[config.mk]
export PLATFORM = sky130hd
export DESIGN_NAME = cfr_route_bank
export DESIGN_NICKNAME = d
export VERILOG_FILES = /design/src/include/cfr_pkg.sv /design/src/logic/cfr_filter_lane.sv /design/src/logic/cfr_route_bank.sv
export SDC_FILE = /design/constraint.sdc
export NUM_CORES = 1
export LEC_CHECK = 0
export BUFFER_PORTS_ARGS = -buffer_cell sky130_fd_sc_hd__buf_4
export CORE_ASPECT_RATIO = 2
export CORE_MARGIN = 8
export CORE_UTILIZATION = 55
export CTS_CLUSTER_SIZE = 16
export DETAILED_ROUTE_END_ITERATION = 8
export GPL_ROUTABILITY_DRIVEN = 0
export PLACE_DENSITY = 0.84
export SKIP_LAST_GASP = 1
export SLEW_MARGIN = 5
export SYNTH_ARGS = -nofsm -noshare
export SYNTH_HDL_FRONTEND = slang
export SYNTH_SLANG_ARGS = --single-unit
export TNS_END_PERCENT = 20
[constraint.sdc]
create_clock -name clk -period 5.8 [get_ports clk]
set_input_delay 0.58 -clock clk [delete_from_list [all_inputs] [get_ports clk]]
set_output_delay 0.58 -clock clk [all_outputs]
set_load 0.03 [all_outputs]
[src/include/cfr_pkg.sv]
// Purpose: shared constants for the filter routing control bank
// Assumes: 32-bit APB register words, one aligned word per register
// Notes:   filters 4 to 15, four filters per control word

// ============================================================
// package
package cfr_pkg;

  // bank geometry
  localparam int          CFR_FIRST_FILTER  = 4;
  localparam int          CFR_NUM_FILTERS   = 12;
  localparam int          CFR_LANES_PER_REG = 4;
  localparam int          CFR_NUM_CTRL_REGS = 3;
  localparam int          CFR_PTR_W         = 5;

  // register byte offsets
  localparam logic [11:0] CFR_OFS_ROUTE_4_TO_7   = 12'h000;
  localparam logic [11:0] CFR_OFS_ROUTE_8_TO_11  = 12'h004;
  localparam logic [11:0] CFR_OFS_ROUTE_12_TO_15 = 12'h008;
  localparam logic [11:0] CFR_OFS_ROUTE_STATUS   = 12'h00c;

  // field positions inside one filter byte lane
  localparam int          CFR_EN_BIT        = 7;
  localparam int          CFR_PTR_LSB       = 0;

  // field positions inside the status word
  localparam int          CFR_STAT_EN_LSB   = 0;
  localparam int          CFR_STAT_REJ_BIT  = 16;
  localparam int          CFR_STAT_ZERO_BIT = 17;
  localparam int          CFR_STAT_REJ_LANE = 2;

  // values after reset, and the reserved pointer value
  localparam logic [31:0] CFR_CTRL_RESET    = 32'h0000_0000;
  localparam logic        CFR_EN_RESET      = 1'h0;
  localparam logic [4:0]  CFR_PTR_RESET     = 5'h00;
  localparam logic [4:0]  CFR_PTR_RESERVED  = 5'h00;

  // register select decode
  typedef enum logic [2:0] {
    CFR_SEL_CTRL0,
    CFR_SEL_CTRL1,
    CFR_SEL_CTRL2,
    CFR_SEL_STATUS,
    CFR_SEL_NONE
  } cfr_sel_t;

endpackage

[src/logic/cfr_filter_lane.sv]
// Purpose: enable bit and destination pointer of one acceptance filter
// Assumes: wrEn is a one-cycle strobe at the committing bus edge
// Notes:   bits 6:5 of the written byte are not stored

`timescale 1ns/1ps

// ============================================================
// filter lane
module cfr_filter_lane
  import cfr_pkg::*;
(
  // clock and reset
  input  wire logic       clk,
  input  wire logic       rst,
  // write side
  input  wire logic       wrEn,
  input  wire logic [7:0] wrByte,
  // state
  output logic            acceptOn,
  output logic [4:0]      destObject,
  output logic            ptrReject,
  output logic            zeroTarget
);

  logic       en_r;
  logic [4:0] ptr_r;

  always_ff @(posedge clk) begin
    if (rst) begin
      en_r <= CFR_EN_RESET;
    end else if (wrEn) begin
      en_r <= wrByte[CFR_EN_BIT];
    end
  end

  always_ff @(posedge clk) begin
    if (rst) begin
      ptr_r <= CFR_PTR_RESET;
    end else if (wrEn && !en_r) begin
      ptr_r <= wrByte[CFR_PTR_LSB +: CFR_PTR_W];
    end
  end

  assign ptrReject  = wrEn && en_r && (wrByte[CFR_PTR_LSB +: CFR_PTR_W] != ptr_r);
  assign zeroTarget = en_r && (ptr_r == CFR_PTR_RESERVED);
  assign acceptOn   = en_r;
  assign destObject = ptr_r;

endmodule // cfr_filter_lane

[src/logic/cfr_route_bank.sv]
// Purpose: APB control bank routing filters 4 to 15 to receive objects
// Assumes: APB with pstrb; zero wait states; synchronous reset
// Notes:   outputs feed the acceptance and storage logic of the controller
//
// Local design decisions: the APB slave port and the address map.

`timescale 1ns/1ps

// ============================================================
// route bank
module cfr_route_bank
  import cfr_pkg::*;
#(
  parameter int ADDR_W = 12
)
(
  // clock and reset
  input  wire logic                         clk,
  input  wire logic                         rst,
  // apb slave
  input  wire logic [ADDR_W-1:0]            paddr,
  input  wire logic                         psel,
  input  wire logic                         penable,
  input  wire logic                         pwrite,
  input  wire logic [31:0]                  pwdata,
  input  wire logic [3:0]                   pstrb,
  output logic      [31:0]                  prdata,
  output logic                              pready,
  output logic                              pslverr,
  // routing to acceptance logic
  output logic      [CFR_NUM_FILTERS-1:0]   filterAcceptOn,
  output logic      [CFR_NUM_FILTERS*5-1:0] filterDestObject
);

  // ============================================================
  // address decode
  function automatic cfr_sel_t decodeSel(input logic [ADDR_W-1:0] addr);
    logic [11:0] a;
    a = 12'(addr);
    if (ADDR_W > 12 && (addr >> 12) != '0) begin
      decodeSel = CFR_SEL_NONE;
    end else begin
      case (a)
        CFR_OFS_ROUTE_4_TO_7:   decodeSel = CFR_SEL_CTRL0;
        CFR_OFS_ROUTE_8_TO_11:  decodeSel = CFR_SEL_CTRL1;
        CFR_OFS_ROUTE_12_TO_15: decodeSel = CFR_SEL_CTRL2;
        CFR_OFS_ROUTE_STATUS:   decodeSel = CFR_SEL_STATUS;
        default:                decodeSel = CFR_SEL_NONE;
      endcase
    end
  endfunction

  // ============================================================
  // bus phases
  logic                       pready_r;
  logic                       pslverr_r;
  logic [31:0]                prdata_r;
  logic                       setupPhase;
  logic                       commit;
  logic                       wrCommit;
  cfr_sel_t                   sel;

  assign setupPhase = psel && !penable;
  assign commit     = psel && penable && pready_r;
  assign wrCommit   = commit && pwrite && !pslverr_r;
  assign sel        = decodeSel(paddr);

  // one-cycle access phase
  always_ff @(posedge clk) begin
    if (rst) begin
      pready_r <= 1'h0;
    end else begin
      pready_r <= setupPhase;
    end
  end

  // unmapped address answers with an error
  always_ff @(posedge clk) begin
    if (rst) begin
      pslverr_r <= 1'h0;
    end else if (setupPhase) begin
      pslverr_r <= (sel == CFR_SEL_NONE);
    end else if (commit) begin
      pslverr_r <= 1'h0;
    end
  end

  // ============================================================
  // filter lanes
  logic [CFR_NUM_FILTERS-1:0]   laneEn;
  logic [CFR_NUM_FILTERS*5-1:0] lanePtr;
  logic [CFR_NUM_FILTERS-1:0]   laneWr;
  logic [CFR_NUM_FILTERS-1:0]   laneReject;
  logic [CFR_NUM_FILTERS-1:0]   laneZero;
  logic [CFR_NUM_FILTERS*8-1:0] ctrlFlat;

  genvar gi;
  generate
    for (gi = 0; gi < CFR_NUM_FILTERS; gi++) begin : g_lane
      localparam int REG_IDX  = gi / CFR_LANES_PER_REG;
      localparam int LANE_IDX = gi % CFR_LANES_PER_REG;

      // word and byte lane of this filter
      assign laneWr[gi] = wrCommit && (sel == cfr_sel_t'(REG_IDX)) && pstrb[LANE_IDX];

      cfr_filter_lane u_lane (
        .clk        (clk),
        .rst        (rst),
        .wrEn       (laneWr[gi]),
        .wrByte     (pwdata[8*LANE_IDX +: 8]),
        .acceptOn   (laneEn[gi]),
        .destObject (lanePtr[5*gi +: 5]),
        .ptrReject  (laneReject[gi]),
        .zeroTarget (laneZero[gi])
      );

      assign ctrlFlat[8*gi +: 8] = {laneEn[gi], 2'h0, lanePtr[5*gi +: 5]};
    end
  endgenerate

  // ============================================================
  // status
  logic rejectSticky_r;
  logic rejectClear;
  logic zeroTarget_r;

  assign rejectClear = wrCommit && (sel == CFR_SEL_STATUS)
                       && pstrb[CFR_STAT_REJ_LANE] && pwdata[CFR_STAT_REJ_BIT];

  // sticky refused change, set wins over clear
  always_ff @(posedge clk) begin
    if (rst) begin
      rejectSticky_r <= 1'h0;
    end else if (|laneReject) begin
      rejectSticky_r <= 1'h1;
    end else if (rejectClear) begin
      rejectSticky_r <= 1'h0;
    end
  end

  always_ff @(posedge clk) begin
    if (rst) begin
      zeroTarget_r <= 1'h0;
    end else begin
      zeroTarget_r <= |laneZero;
    end
  end

  // ============================================================
  // read data
  logic [31:0] statusWord;
  logic [31:0] rdValue;

  always_comb begin
    statusWord = 32'h0000_0000;
    statusWord[CFR_STAT_EN_LSB +: CFR_NUM_FILTERS] = laneEn;
    statusWord[CFR_STAT_REJ_BIT]  = rejectSticky_r;
    statusWord[CFR_STAT_ZERO_BIT] = zeroTarget_r;
  end

  always_comb begin
    case (sel)
      CFR_SEL_CTRL0:  rdValue = ctrlFlat[0  +: 32];
      CFR_SEL_CTRL1:  rdValue = ctrlFlat[32 +: 32];
      CFR_SEL_CTRL2:  rdValue = ctrlFlat[64 +: 32];
      CFR_SEL_STATUS: rdValue = statusWord;
      default:        rdValue = CFR_CTRL_RESET;
    endcase
  end

  always_ff @(posedge clk) begin
    if (rst) begin
      prdata_r <= 32'h0000_0000;
    end else if (setupPhase && !pwrite) begin
      prdata_r <= rdValue;
    end else if (commit) begin
      prdata_r <= 32'h0000_0000;
    end
  end

  // ============================================================
  // outputs
  assign prdata  = prdata_r;
  assign pready  = pready_r;
  assign pslverr = pslverr_r;

  assign filterAcceptOn   = laneEn;
  assign filterDestObject = lanePtr;

endmodule // cfr_route_bank

==> metrics.txt <==
status finished clean; Slew Viols, Final 0; CP Cell Sequence buf_4 -> nor2b_1 -> nand3_1 -> nor3b_2 -> mux2i_1 -> nor2_1; CP Buf/Inv Count 1; met2 Usage GRT 47.8%; # clock sinks 102; crit path launch paddr[2]; Total Routed Length 17,700 um; Arrival @ worst endpoint 3.24 ns; final hold violation count 0; Post-CTS Setup Bufs 0; grt met1 use 25.1%; worst hold stages 2; IO Pins 159; Worst path max stage delay 0.93 ns; Post-Syn Area 5500 sq um; PwrDens 220 nW/um^2; R2R Setup Slk approximately 3.3 ns; multi-input logic area 3150 sq um; initial antenna violation count 0; Max Cap Violations 0; Post-CTS Resized 0; Avg Inst Size Synth 9.17 sq um; Critical-path top delay cell nor2b_1; P&R area growth vs syn 23.4%; Final Critical Period between 3 and 4 ns; gr ovfl total 0; DRT iter0 DRCs 461; GRT Util Overall 26.1%; Pwr Total 0.00149 W; Via Count between 4,000 and 5,000; die height 157 um; Slew headroom 10.6%; Hold Crit Class register to register; Post-CTS Hold Buffers 0; CP endpoint kind register; Layout Skew roughly 0.0039 ns; cells after synthesis 600; clock tree from TritonCTS yes; R2R depth 6; RSZ-0062 raised after global routing no; Clk pin slew, worst setup/hold paths around 0.070 ns; Synth cell types 39; number of diodes 0; worst slew pin tran 1.33 ns; Top Family by Delay on Critical Path simple AND/OR/NAND/NOR gates; vias per inst 6.01; f_max 329 MHz; largest net degree at the start of global routing between 100 and 150; RR Endpoint g_lane[10].u_lane.destObject[4]; CP required about 6.0 ns; maximum VDD drop 0.233 mV; Starting Density 56.4%; Clock Latency Late Sink between 0.3 and 0.4 ns; H-tree depth 3; Setup TNS 0 ns; DRT Pass-1 Iters 6; setup violators final 0; period utilisation layout 52.4%; reg2reg start pready; drt drc 0; Lkg Pwr between 2 and 3 nW; Critical Setup Path Class input pin to register; CTS Buf Count 9; Rows slightly above 50; PortBufs 144; Layout fillers 775; FF+latch count, synth roughly 100; Ys Warns 0; CTS Root Buffer Type clkbuf_16; DRT antenna net count 0; hold path startpoint prdata[8]; HPWL after DPL 13,300 um; global-route wire length before repair 27,600 um; global route hottest layer met2; die area ~14,000 sq um; register area 2040 sq um; startpoint types input pin; Wirelength per Cell approximately 21 um; Core Area 9760 sq um; worst-path fanout max 31; final net count 748; hold worst-path end prdata[8]; DIE WIDTH 86.7 um; clk buf depth 2; post-synthesis sequential area ratio 37.1%; M3 GR Usage 6.06%; share of layout cells above drive strength 1 a little over a quarter; vias in the first global route just over 5,000
[power breakdown]
part / switching, W / internal, W
sequential: 0.000000635 / 0.000701
clock: 0.000263 / 0.000413
combinational: 0.0000708 / 0.0000424
total: 0.000334 / 0.00116
[registers in the layout, summed over array words and instances, names as in the netlist]
name	flops
g_lane.u_lane.destObject	60
prdata	26
g_lane.u_lane.acceptOn	12
pready	1
pslverr	1
rejectSticky_r	1
zeroTarget_r	1
[metrics by stage]
stage          util, %  hold slack, ns  setup slack (ns)  cells  area, sq um
2_1_floorplan        -           0.481              3.45    605         5520
3_3_place_gp      66.1           0.493              2.58    816         6450
3_5_place_dp      66.1           0.503              2.48    816         6450
4_1_cts           69.5           0.514              2.82    832         6790
5_1_grt           69.5           0.518              2.56    832         6790
6_report          69.5           0.510              2.76    832         6790
[area by class of cell]
| class | instances | area share [%] |
|---|---|---|
| timing repair buffer | 145 | 16.0 |
| sequential | 102 | 30.1 |
| multi-input combinational | 434 | 46.3 |
| tap | 132 | 2.43 |
| inverter | 3 | 0.166 |
| clock buffer | 13 | 3.98 |
| clock inverter | 3 | 0.959 |
[cells in the mapped netlist (all sizes together)]
library cell | count | area share, %
nor2 | 93 | 6.3
or4 | 1 | 0.20
nor2b | 1 | 0.11
inv | 3 | 0.20
xnor2 | 36 | 5.7
a21oi | 12 | 1.1
conb | 1 | 0.068
clkbuf | 42 | 2.9
nor3b | 8 | 2.3
a2bb2oi | 1 | 0.16
o31ai | 1 | 0.14
mux2i | 73 | 13
o21ai | 14 | 1.3
nor3 | 5 | 0.45
a31oi | 1 | 0.11
o311ai | 11 | 1.8
dfxtp | 102 | 37
nand3 | 26 | 2.5
mux4 | 12 | 4.9
nand3b | 11 | 1.7
a41oi | 2 | 0.32
nor4 | 14 | 2.3
or3 | 2 | 0.23
or4b | 3 | 0.55
nand4 | 5 | 0.57
buf | 24 | 3.1
and3 | 3 | 0.34
xor2 | 24 | 3.8
a22oi | 26 | 3.5
a41o | 1 | 0.18
nand2 | 42 | 2.9
[how the worst max path moves through the flow]
stage | endpoint | slack, ns | depth (start not counted)
floorplan | g_lane[3].u_lane.destObject[1] | 3.45 | 7
global placement | g_lane[4].u_lane.destObject[3] | 2.58 | 6
detailed placement | g_lane[5].u_lane.destObject[0] | 2.48 | 6
CTS | g_lane[5].u_lane.destObject[0] | 2.82 | 6
global route | g_lane[7].u_lane.destObject[0] | 2.56 | 6
finish | g_lane[4].u_lane.destObject[0] | 2.76 | 6
[per-layer routing]
metal / wire [um] / part of all wire (%)
met5: 0 / 0
met4: 1040 / 5.9
met3: 1020 / 5.8
met2: 9650 / 55
met1: 5970 / 34
[cell families after synthesis]
kind of cell,after synthesis,synth area share (%)
buffers and inverters,69,6.16
and+or+nand+nor,214,20.4
AOI/OAI and AO/OA,69,8.57
DFF,102,37.1
xor gates and xnor gates,60,9.55
muxes,85,18.2
other,1,0.0681
[cells in the final DEF (no fill, tap or decap), types with 3 or more instances in the layout]
cell type | netlist | final
a21oi_1 | 12 | 12
a22oi_1 | 26 | 26
and3_1 | 3 | 3
buf_4 | 18 | 145
clkbuf_16 | 0 | 9
clkbuf_8 | 0 | 3
conb_1 | 1 | 6
dfxtp_1 | 102 | 102
inv_1 | 3 | 3
mux2i_1 | 73 | 73
mux4_2 | 12 | 12
nand2_1 | 42 | 42
nand3_1 | 25 | 25
nand3b_1 | 8 | 8
nand3b_2 | 3 | 3
nand4_1 | 5 | 5
nor2_1 | 93 | 93
nor3_1 | 5 | 4
nor3b_2 | 4 | 4
nor3b_4 | 4 | 4
nor4_1 | 11 | 11
o21ai_0 | 14 | 14
o311ai_0 | 11 | 11
or4b_2 | 3 | 3
xnor2_1 | 36 | 36
xor2_1 | 24 | 24
[worst register-to-register path: stages (launching register included)]
cell,delay (ns)
dfxtp_1,0.37
nand2_1,0.08
or3_1,0.44
nor4_2,0.82
nand3b_2,0.35
mux2i_1,0.25
nor2_1,0.06
(Power assumes the default switching activity.)
